`config.mk`:
```
export PLATFORM = sky130hd
export DESIGN_NAME = bridge_control_register_logic
export DESIGN_NICKNAME = d
export VERILOG_FILES = /design/src/core/brctl_pkg.sv /design/src/core/discard_timer.sv /design/src/core/address_router.sv /design/src/core/bridge_control_register_logic.sv
export SDC_FILE = /design/constraint.sdc
export NUM_CORES = 1
export LEC_CHECK = 0
export BUFFER_PORTS_ARGS = -buffer_cell sky130_fd_sc_hd__buf_4
export CAP_MARGIN = 20
export CORE_MARGIN = 8
export CORE_UTILIZATION = 43
export CTS_BUF_LIST = sky130_fd_sc_hd__clkbuf_8 sky130_fd_sc_hd__clkbuf_16
export CTS_CLUSTER_SIZE = 20
export DETAILED_ROUTE_END_ITERATION = 8
export MAX_ROUTING_LAYER = met4
export PLACE_DENSITY = 0.82
export SYNTH_ARGS = -nofsm -noshare
export SYNTH_HDL_FRONTEND = slang
export SYNTH_SLANG_ARGS = --single-unit
```
`constraint.sdc`:
```
create_clock -name clock -period 3 [get_ports clock]
set_input_delay 0.6 -clock clock [delete_from_list [all_inputs] [get_ports clock]]
set_output_delay 0.6 -clock clock [all_outputs]
set_load 0.03 [all_outputs]
```
`src/core/brctl_pkg.sv`:
```
// Package: register layout, field positions and timing counts of the bridge control block
package brctl_pkg;

    localparam logic [7:0] BRCTL_OFFSET = 8'h3c;
    localparam logic [31:0] BRCTL_RESET = 32'h0000_00ff;

    localparam int ERRMSG_EN_BIT = 27;
    localparam int DISCARD_STAT_BIT = 26;
    localparam int SEC_LEN_SEL_BIT = 25;
    localparam int PRI_LEN_SEL_BIT = 24;
    localparam int FAST_B2B_BIT = 23;
    localparam int SEC_RESET_BIT = 22;
    localparam int MA_MODE_BIT = 21;
    localparam int VIDEO_WIDE_BIT = 20;
    localparam int VIDEO_EN_BIT = 19;
    localparam int ALIAS_BLOCK_BIT = 18;
    localparam int SERR_FWD_BIT = 17;
    localparam int PARITY_RESP_BIT = 16;

    localparam logic [7:0] INT_PIN_VALUE = 8'h00;
    localparam logic [7:0] INT_LINE_VALUE = 8'hff;

    // Discard timer lengths as powers of two of secondary-bus clocks
    localparam int DISCARD_LONG_LOG2 = 15;
    localparam int DISCARD_SHORT_LOG2 = 10;

    localparam logic [31:0] VIDEO_MEM_LO = 32'h000a_0000;
    localparam logic [31:0] VIDEO_MEM_HI = 32'h000b_ffff;
    localparam logic [9:0] VIDEO_IO_A_LO = 10'h3b0;
    localparam logic [9:0] VIDEO_IO_A_HI = 10'h3bb;
    localparam logic [9:0] VIDEO_IO_B_LO = 10'h3c0;
    localparam logic [9:0] VIDEO_IO_B_HI = 10'h3df;
    // Bits 9:8 nonzero marks the top 768 bytes of a 1 KB block
    localparam logic [1:0] ISA_LOW_QUARTER = 2'b00;

    localparam logic [31:0] ALL_ONES = 32'hffff_ffff;

    typedef struct packed {
        logic errmsg_en;
        logic sec_len_sel;
        logic sec_reset;
        logic ma_mode;
        logic video_wide;
        logic video_en;
        logic alias_block;
        logic serr_fwd;
        logic parity_resp;
    } ctl_t;

    typedef struct packed {
        logic valid;
        logic is_io;
        logic upstream;
        logic in_window;
        logic [31:0] addr;
    } access_t;

    typedef struct packed {
        logic fwd_down;
        logic fwd_up;
    } route_t;

endpackage : brctl_pkg

```
`src/core/discard_timer.sv`:
```
// Secondary discard timer for one delayed completion waiting at the queue head
`timescale 1ns/1ps
module discard_timer
    import brctl_pkg::*;
#(
    parameter int LONG_LOG2 = DISCARD_LONG_LOG2,
    parameter int SHORT_LOG2 = DISCARD_SHORT_LOG2
) (
    input wire logic clock,               // Bridge clock
    input wire logic sys_rst,             // Synchronous reset, high
    input wire logic clear,               // Secondary reset in force
    input wire logic short_sel,           // 1 selects short length
    input wire logic head_ready,          // Completion at head of queue
    input wire logic retried,             // Master repeated request
    output logic expired                  // One-cycle expiry pulse
);

    initial begin
        if (SHORT_LOG2 < 1 || SHORT_LOG2 > LONG_LOG2 || LONG_LOG2 > 30) begin
            $error("discard_timer: bad length parameters");
        end
    end

    logic [LONG_LOG2:0] count_r, count_nxt;
    logic running_r, running_nxt;
    logic expired_nxt;
    logic [LONG_LOG2:0] limit;

    assign limit = short_sel ? (LONG_LOG2+1)'(1 << SHORT_LOG2) : (LONG_LOG2+1)'(1 << LONG_LOG2);

    always_comb begin
        count_nxt = count_r;
        running_nxt = running_r;
        expired_nxt = 1'b0;
        if (clear || retried || !head_ready) begin
            count_nxt = '0;
            running_nxt = 1'b0;
        end else begin
            running_nxt = 1'b1;
            count_nxt = count_r + 1'b1;
            if (running_r && count_nxt >= limit) begin
                expired_nxt = 1'b1;
                running_nxt = 1'b0;
                count_nxt = '0;
            end
        end
    end

    always_ff @(posedge clock) begin
        if (sys_rst) begin
            count_r <= '0;
            running_r <= 1'b0;
            expired <= 1'b0;
        end else begin
            count_r <= count_nxt;
            running_r <= running_nxt;
            expired <= expired_nxt;
        end
    end

endmodule : discard_timer

```
`src/core/address_router.sv`:
```
// Legacy video and alias-block routing qualifiers for one access
`timescale 1ns/1ps
module address_router
    import brctl_pkg::*;
(
    input ctl_t ctl,                      // Control fields
    input wire logic io_space_en,         // Command I/O space enable
    input wire logic mem_space_en,        // Command memory space enable
    input access_t acc,                   // Access under decode
    output route_t route                  // Routing decision
);

    function automatic logic video_io_hit(input logic [31:0] a, input logic wide);
        logic low_ok;
        low_ok = (a[9:0] >= VIDEO_IO_A_LO && a[9:0] <= VIDEO_IO_A_HI) ||
                 (a[9:0] >= VIDEO_IO_B_LO && a[9:0] <= VIDEO_IO_B_HI);
        // Narrow decode lets every 1 KB alias in the first 64 KB through
        video_io_hit = low_ok && a[31:16] == 16'h0000 && (!wide || a[15:10] == 6'h00);
    endfunction : video_io_hit

    logic video_hit;
    logic isa_alias;

    always_comb begin
        video_hit = 1'b0;
        if (ctl.video_en) begin
            if (acc.is_io) begin
                video_hit = io_space_en && video_io_hit(acc.addr, ctl.video_wide);
            end else begin
                video_hit = mem_space_en && acc.addr >= VIDEO_MEM_LO &&
                            acc.addr <= VIDEO_MEM_HI;
            end
        end
        isa_alias = ctl.alias_block && acc.is_io && acc.in_window &&
                    acc.addr[31:16] == 16'h0000 && acc.addr[9:8] != ISA_LOW_QUARTER;
        route.fwd_down = 1'b0;
        route.fwd_up = 1'b0;
        if (acc.valid) begin
            if (!acc.upstream) begin
                // Video hit overrides both the window and the alias block
                route.fwd_down = video_hit || (acc.in_window && !isa_alias);
            end else begin
                route.fwd_up = !video_hit && (!acc.in_window || isa_alias);
            end
        end
    end

endmodule : address_router

```
`src/core/bridge_control_register_logic.sv`:
```
// Bridge control and interrupt register with discard, reset, abort and error handling
// Functional notes
// - Discard expiry sends an error message upstream when the message enable is set.
// - Timer length select: 0 counts 2^15 clocks, 1 counts 2^10.
// - Timer starts at queue head; no retry by expiry deletes the transaction.
// - Secondary bus reset output follows the reset bit until software clears it.
// - Forced reset clears secondary side and buffers, not configuration registers.
// - Mode 0: unsupported reads return all ones, I/O writes complete, posted dropped.
// - Mode 1: unsupported completions become target-abort on the secondary bus.
// - Mode 1: aborted posted write sends error message if system-error enabled.
// - Video wide select: 16 address bits compared when 1, 10 bits when 0.
// - Video memory range forwarded downstream and blocked upstream when enabled.
// - Video I/O ranges 3B0-3BB, 3C0-3DF in first 64 KB forwarded downstream.
// - Video forwarding ignores alias block and windows, obeys space enables.
// - Alias block stops top 768 bytes per 1 KB downstream, sends upstream.
// - Secondary system error forwards an error message when forwarding enabled.
// - Parity response enable gates reporting of secondary parity errors; data poisoning is not gated.
// - Parity always generated; bad secondary data forwarded upstream poisoned.
// - Interrupt pin reads 0x00, interrupt line reads 0xff, both read-only.
`timescale 1ns/1ps
module bridge_control_register_logic
    import brctl_pkg::*;
#(
    parameter int LONG_LOG2 = DISCARD_LONG_LOG2,
    parameter int SHORT_LOG2 = DISCARD_SHORT_LOG2
) (
    input wire logic clock,               // Bridge clock, 40 MHz
    input wire logic sys_rst,             // Synchronous reset, high
    // Configuration access
    input wire logic cfg_wr,              // Config write strobe
    input wire logic cfg_rd,              // Config read strobe
    input wire logic [7:0] cfg_addr,      // Config byte offset
    input wire logic [3:0] cfg_be,        // Byte enables
    input wire logic [31:0] cfg_wdata,    // Write data
    output logic [31:0] cfg_rdata,        // Read data, registered
    output logic cfg_rvalid,              // Read data valid pulse
    // Command register bits held elsewhere
    input wire logic io_space_en,         // I/O space enable
    input wire logic mem_space_en,        // Memory space enable
    input wire logic system_error_forward_en,             // Command system-error enable
    input wire logic fatal_sel,           // Severity: 1 fatal, 0 nonfatal
    // Delayed transaction
    input wire logic dly_head_ready,      // Completion at queue head
    input wire logic dly_retried,         // Originating master retried
    output logic dly_discard,             // Delete delayed transaction pulse
    // Secondary bus
    output logic sec_reset_out,           // Secondary bus reset, high
    output logic sec_side_clear,          // Clear secondary side and buffers
    input wire logic secondary_system_error_in, // System error seen, high
    input wire logic sec_parity_err,      // Uncorrectable addr/attr/data error
    input wire logic sec_data_err,        // Uncorrectable data error on read data
    output logic parity_err_report,       // Report parity error pulse
    output logic poison_upstream,         // Mark forwarded data poisoned
    output logic parity_gen_en,           // Parity generation enable
    // Completions and aborts
    input wire logic ur_cpl,              // Unsupported-request completion
    input wire logic ur_is_read,          // The completion is for a read
    input wire logic posted_ma,           // Posted write master-aborted
    output logic ur_target_abort,         // Signal target-abort on secondary
    output logic ur_fill_ones,            // Return all ones / complete normally
    output logic [31:0] ur_read_data,     // Data returned for aborted reads
    output logic posted_drop,             // Posted data discarded
    // Address decode
    input access_t acc,                   // Access under decode
    output route_t route,                 // Routing decision
    // Upstream error messages
    output logic err_msg_valid,           // Error message pulse
    output logic err_msg_fatal            // 1 fatal, 0 nonfatal
);

    initial begin
        if (SHORT_LOG2 < 1 || SHORT_LOG2 > LONG_LOG2 || LONG_LOG2 > 30) begin
            $error("bridge_control_register_logic: bad timer parameters");
        end
    end

    ctl_t ctl_r, ctl_nxt;
    logic discard_stat_r, discard_stat_nxt;
    logic discard_pulse;
    logic wr_hit;
    logic [31:0] rd_word;

    logic err_valid_nxt, err_fatal_nxt;
    logic ta_nxt, ones_nxt, drop_nxt;
    logic perr_nxt, poison_nxt;
    logic rvalid_nxt;
    logic [31:0] rdata_nxt;

    assign wr_hit = cfg_wr && cfg_addr == BRCTL_OFFSET;

    // Control bits; secondary reset never touches them
    always_comb begin
        ctl_nxt = ctl_r;
        if (wr_hit && cfg_be[3]) begin
            ctl_nxt.errmsg_en = cfg_wdata[ERRMSG_EN_BIT];
            ctl_nxt.sec_len_sel = cfg_wdata[SEC_LEN_SEL_BIT];
        end
        if (wr_hit && cfg_be[2]) begin
            ctl_nxt.sec_reset = cfg_wdata[SEC_RESET_BIT];
            ctl_nxt.ma_mode = cfg_wdata[MA_MODE_BIT];
            ctl_nxt.video_wide = cfg_wdata[VIDEO_WIDE_BIT];
            ctl_nxt.video_en = cfg_wdata[VIDEO_EN_BIT];
            ctl_nxt.alias_block = cfg_wdata[ALIAS_BLOCK_BIT];
            ctl_nxt.serr_fwd = cfg_wdata[SERR_FWD_BIT];
            ctl_nxt.parity_resp = cfg_wdata[PARITY_RESP_BIT];
        end
    end

    // Set wins over a same-cycle write-one clear
    always_comb begin
        discard_stat_nxt = discard_stat_r;
        if (wr_hit && cfg_be[3] && cfg_wdata[DISCARD_STAT_BIT]) begin
            discard_stat_nxt = 1'b0;
        end
        if (discard_pulse) begin
            discard_stat_nxt = 1'b1;
        end
    end

    always_ff @(posedge clock) begin
        if (sys_rst) begin
            ctl_r <= '0;
            discard_stat_r <= 1'b0;
        end else begin
            ctl_r <= ctl_nxt;
            discard_stat_r <= discard_stat_nxt;
        end
    end

    assign sec_reset_out = ctl_r.sec_reset;
    assign sec_side_clear = ctl_r.sec_reset;

    discard_timer #(
        .LONG_LOG2(LONG_LOG2),
        .SHORT_LOG2(SHORT_LOG2)
    ) u_timer (
        .clock(clock),
        .sys_rst(sys_rst),
        .clear(ctl_r.sec_reset),
        .short_sel(ctl_r.sec_len_sel),
        .head_ready(dly_head_ready),
        .retried(dly_retried),
        .expired(discard_pulse)
    );

    assign dly_discard = discard_pulse;

    address_router u_router (
        .ctl(ctl_r),
        .io_space_en(io_space_en),
        .mem_space_en(mem_space_en),
        .acc(acc),
        .route(route)
    );

    // Read image; fixed fields and reserved bits are constants, so writes vanish
    always_comb begin
        rd_word = BRCTL_RESET;
        rd_word[15:8] = INT_PIN_VALUE;
        rd_word[7:0] = INT_LINE_VALUE;
        rd_word[ERRMSG_EN_BIT] = ctl_r.errmsg_en;
        rd_word[DISCARD_STAT_BIT] = discard_stat_r;
        rd_word[SEC_LEN_SEL_BIT] = ctl_r.sec_len_sel;
        rd_word[PRI_LEN_SEL_BIT] = 1'b0;
        rd_word[FAST_B2B_BIT] = 1'b0;
        rd_word[SEC_RESET_BIT] = ctl_r.sec_reset;
        rd_word[MA_MODE_BIT] = ctl_r.ma_mode;
        rd_word[VIDEO_WIDE_BIT] = ctl_r.video_wide;
        rd_word[VIDEO_EN_BIT] = ctl_r.video_en;
        rd_word[ALIAS_BLOCK_BIT] = ctl_r.alias_block;
        rd_word[SERR_FWD_BIT] = ctl_r.serr_fwd;
        rd_word[PARITY_RESP_BIT] = ctl_r.parity_resp;
    end

    // Error events and abort handling; all outputs registered one cycle after cause
    always_comb begin
        rvalid_nxt = cfg_rd;
        rdata_nxt = (cfg_rd && cfg_addr == BRCTL_OFFSET) ? rd_word : 32'h0000_0000;
        err_valid_nxt = 1'b0;
        err_fatal_nxt = fatal_sel;
        ta_nxt = 1'b0;
        ones_nxt = 1'b0;
        drop_nxt = 1'b0;
        if (discard_pulse && ctl_r.errmsg_en) begin
            err_valid_nxt = 1'b1;
        end
        if (secondary_system_error_in && ctl_r.serr_fwd) begin
            err_valid_nxt = 1'b1;
        end
        if (ur_cpl) begin
            if (ctl_r.ma_mode) begin
                ta_nxt = 1'b1;
            end else begin
                ones_nxt = 1'b1;
            end
        end
        if (posted_ma) begin
            drop_nxt = 1'b1;
            if (ctl_r.ma_mode && system_error_forward_en) begin
                err_valid_nxt = 1'b1;
            end
        end
        perr_nxt = sec_parity_err && ctl_r.parity_resp;
        poison_nxt = sec_data_err;
        if (ctl_r.sec_reset) begin
            ta_nxt = 1'b0;
            ones_nxt = 1'b0;
            perr_nxt = 1'b0;
            poison_nxt = 1'b0;
        end
    end

    always_ff @(posedge clock) begin
        if (sys_rst) begin
            cfg_rdata <= '0;
            cfg_rvalid <= 1'b0;
            err_msg_valid <= 1'b0;
            err_msg_fatal <= 1'b0;
            ur_target_abort <= 1'b0;
            ur_fill_ones <= 1'b0;
            posted_drop <= 1'b0;
            parity_err_report <= 1'b0;
            poison_upstream <= 1'b0;
        end else begin
            cfg_rdata <= rdata_nxt;
            cfg_rvalid <= rvalid_nxt;
            err_msg_valid <= err_valid_nxt;
            err_msg_fatal <= err_fatal_nxt;
            ur_target_abort <= ta_nxt;
            ur_fill_ones <= ones_nxt;
            posted_drop <= drop_nxt;
            parity_err_report <= perr_nxt;
            poison_upstream <= poison_nxt;
        end
    end

    // Reads get all ones; writes complete with no data
    assign ur_read_data = ur_is_read ? ALL_ONES : 32'h0000_0000;
    assign parity_gen_en = 1'b1;

endmodule : bridge_control_register_logic

```
After elaboration in Yosys (flattened, before gate mapping) --
Cells that the tools add are included.
Storage, ports and cells: bits in read-only memories 0, register bits after elaboration 68, bits in writable memories 0, bits in latches 0, memories kept 0, output and inout port bits 78, input bits 96
Operators by class: divide/modulo/power cells 0, shift-type cells 0, equality and inequality tests 1, bitwise logic cells 2, $add $sub $neg 1, multiplexer cells 19, multiply operators 0, reductions and logical operators 43, magnitude comparators 7
Operators with widths (number):
- $ge 32x20->1 const B | 1
- $le 32x20->1 const B | 1
- $mux 32 | 1
- $logic_and 1x1->1 | 23
- $ge 10x10->1 const B | 2
- $le 10x10->1 const B | 2
- $add 16x1->16 const B | 1
- $ge 16x16->1 | 1
- $logic_not 16->1 | 1
- $mux 16 | 1
- $mux 1 | 15
- $eq 8x6->1 const B | 1
- $mux 8 | 1
- $logic_not 6->1 | 1
- $logic_or 1x1->1 | 6
- $reduce_or 2->1 | 3
- $reduce_or 3->1 | 2
- $logic_not 1->1 | 5
- $reduce_bool 2->1 | 2
- $mux 2 | 1
- $not 1->1 | 2

Logic depth before layout (Yosys ltp) --
word-level depth 12, gate-level depth with buffers 11

By module --
From an unflattened synthesis, not the netlist that was laid out.
Unflattened totals: cells, all modules 279, area, all modules 2608.8 sq um
Modules (own cells, without submodules):
- bridge_control_register_logic | area each 1415.1 sq um, seq. area each 580.6 sq um, cells each 148, times used 1
- discard_timer | area each 1047.3 sq um, seq. area each 360.3 sq um, cells each 107, times used 1
- address_router | area each 146.4 sq um, seq. area each 0.0 sq um, cells each 24, times used 1

Least setup slack after synthesis --
No wires, ideal clock.
path type in2out, from in acc[19] in the netlist's numbering, to out route[1] in the netlist's numbering, cell stages on the path 5, buffers on the path 0, arrival time 2078 ps, path slack 322 ps, data required time 2400 ps, cells stage by stage or4b_2 > nor2_1 > a31oi_1 > o31ai_1 > and3b_1
RTL lines:
- start, declared | RTL line bridge_control_register_logic.sv:64 | input access_t acc,
- end, declared | RTL line bridge_control_register_logic.sv:65 | output route_t route,

==> metrics.md <==
| Metric | Value |
|---|---|
| Status | complete, no violations |
| Starting density of the core | around 45% |
| Routed Wire Length | between 6000 and 7000 µm |
| Initial DRC count | 81 |
| Final setup TNS | 0 ns |
| Worst setup EP type | output pin |
| Clock latency on the worst-skew pair | ~0.3 ns |
| CTS tree | yes |
| CTS clk-pin slew, worst paths | roughly 0.09 ns |
| Routability Congestion | roughly 0.86 |
| Top Ports | 174 |
| Max-Cap Viols | 0 |
| EDFF count, synth | 0 |
| Final Skew | ~0.0043 ns |
| Max Fclk | 352 MHz |
| Htree depth | 2 |
| Clock Path Buffers | 2 |
| Filler cells | between 500 and 600 |
| CP startpoint kind | input port |
| Fin crit period | around 2.8 ns |
| Diodes inserted | 0 |
| Synth Area per Inst | roughly 9 µm² |
| Max VDD drop | 0.248 mV |
| Cts repair resizes | 0 |
| Final Hold Viols | 0 |
| # hold bufs at CTS | 0 |
| RSZ-0062 raised after global routing | no |
| Rows | 28 |
| DPL Wire Length | 5490 µm |
| Chip height | 94.9 µm |
| Max-slew violation count | 0 |
| Layout cells sized above 1 | a little under two fifths |
| Placed Area | roughly 3200 µm² |
| Critical path class | in -> out |
| DIE WIDTH | roughly 95 µm |
| Final worst slack | 0.162 ns |
| Hold Crit Class | reg -> reg |
| Synth warn | 0 |
| Die area | approximately 9000 µm² |
| Synth unique cells | 52 |
| CP max FO | 2 |
| Vias in the first global route | about 2300 |
| Total congestion overflow | 0 |
| Antenna-violating nets left | 0 |
| Fin area | 3310 µm² |
| Dpl ws | around 0.15 ns |
| First-pass GRT wire length | roughly 11000 µm |
| Leakage | about 1.5 nW |
| Num CTS Buffers | 5 |
| Wire per inst | roughly 15 µm |
| Most used DFF post-synth | dfxtp_1 |
| Final nets | 462 |
| Gr usage total | ~15% |
| Final period util | ~95% |
| Pwr Density | 401 nW/µm² |
| Seq/Total Area, Yosys | a little over a third |
| Synth Register Bits | 47 |
| Vias | ~2200 |
| Ys async rst share | 0% |
| Initial antenna violation count | 0 |
| Drt first pass iters | 4 |
| Drt drc | 0 |
| Slew margin rel. | a little under three fifths |
| CP arrival | between 2 and 2.5 ns |
| Routed vias/inst | between 4 and 5 |
| Mapped Cells | ~300 |
| Worst Max-Slew Pin Slew | approximately 0.64 ns |
| Area Growth Syn to Fin | 23.8% |
| CTS Root Cell | clkbuf_8 |
| Post-CTS setup buffers | 0 |
| IO buf count | 99 |
| Core area | ~6000 µm² |
| Largest net degree at the start of global routing | 33 |
| Total power | 1.33 mW |
| TritonCTS Sinks | 47 |
| Post-Syn Area | between 2000 and 3000 µm² |
| CP required | roughly 2.4 ns |
| Final setup violation count | 0 |
report_power, final:
group,switching [mW],leakage (nW),internal [mW],total (mW)
logic,0.0683,1.09,0.0731,0.141
registers,0.00220,0.380,0.628,0.630
clock network,0.216,0.0703,0.338,0.554
layer usage:
layer | global-route usage, % | routed length (µm)
met5 | - | 0
met4 | 6.37 | 167
met3 | 3.25 | 483
met2 | 27.0 | 3340
met1 | 15.8 | 2650
layout by cell type, fill, tap and decap left out, drive strengths merged, types with 5 or more instances in the layout:
master	Yosys	routed
and2	6	6
and3	12	12
and4	5	5
buf	65	113
clkbuf	4	5
conb	2	15
dfxtp	47	47
mux2i	10	10
nand2	28	28
nand3	7	7
nand4	7	7
nor2	23	23
nor3	6	6
nor4	5	5
o31ai	14	14
xnor2	9	9
xor2	5	5
registers in the layout, summed over array words and instances (netlist names):
register / count
ctl_r: 8
poison_upstream: 1
cfg_rdata: 11
u_timer.expired: 1
parity_err_report: 1
posted_drop: 1
ur_fill_ones: 1
discard_stat_r: 1
err_msg_fatal: 1
cfg_rvalid: 1
u_timer.running_r: 1
ur_target_abort: 1
err_msg_valid: 1
u_timer.count_r: 16
sec_reset_out: 1
area by class of cell:
| cell class | instances | area, µm² | share of cell area, % |
|---|---|---|---|
| Sequential cell | 47 | 941 | 28.4 |
| Timing Repair Buffer | 113 | 852 | 25.7 |
| Inverter | 3 | 11.3 | 0.340 |
| Clock buffer | 5 | 68.8 | 2.08 |
| Tap cell | 75 | 93.8 | 2.84 |
| Clock inverter | 3 | 71.3 | 2.16 |
| Multi-Input combinational cell | 193 | 1270 | 38.4 |
stage by stage:
step	hold WS, ns	std cells	util, %
after global placement	0.455	430	53.0
final	0.487	439	55.6
after global routing	0.510	439	55.6
after detailed placement	0.477	430	53.0
after CTS	0.491	438	55.4
after floorplan	0.429	312	-
synthesized netlist by cell type, types with 2 or more instances:
master / n / area, µm²
buf_4: 59 / 443
dfxtp_1: 47 / 941
nand2_1: 27 / 101
nor2_1: 23 / 86.3
and3_1: 12 / 75.1
mux2i_1: 10 / 100
o31ai_2: 9 / 113
xnor2_1: 9 / 78.8
nand4_1: 7 / 43.8
nand3_1: 6 / 30.0
nor3_1: 6 / 30.0
and2_1: 5 / 31.3
nor4_1: 5 / 31.3
o31ai_1: 5 / 37.5
xor2_1: 5 / 43.8
and4_1: 4 / 35.0
clkbuf_1: 4 / 15.0
nor2b_1: 4 / 25.0
o21ai_0: 4 / 20.0
buf_2: 3 / 15.0
ha_1: 3 / 37.5
inv_1: 3 / 11.3
a211oi_1: 2 / 15.0
a21oi_1: 2 / 10.0
a31oi_1: 2 / 12.5
and4b_1: 2 / 20.0
buf_6: 2 / 22.5
conb_1: 2 / 7.51
nand2b_1: 2 / 12.5
nor4b_1: 2 / 17.5
o22ai_1: 2 / 12.5
path summary, 6_finish.rpt:
path	slack [ns]	depth (start not counted)	startpoint	endpoint
setup reg to reg	0.20	11	u_timer.count_r[6]	u_timer.count_r[6]
hold reg to reg	0.49	1	ctl_r[5]	ur_fill_ones
setup / recovery	0.16	7	acc[19]	route[1]
hold / removal	0.49	1	ctl_r[5]	ur_fill_ones
critical path, stage by stage:
cell     delay, ns
buf_4         0.11
or4b_2        0.67
nor2_1        0.13
a31oi_1       0.09
o31ai_1       0.28
and3b_1       0.20
buf_4         0.16
cells by family after synthesis:
group / share of synthesized area [%]
mux: 3.74
other cells: 0.281
buf+inv: 19.1
fa+ha+maj: 1.40
flops: 35.2
compound gates: 11.9
simple gates: 23.8
xor+xnor: 4.59
Power figures use the tool's default switching activity.
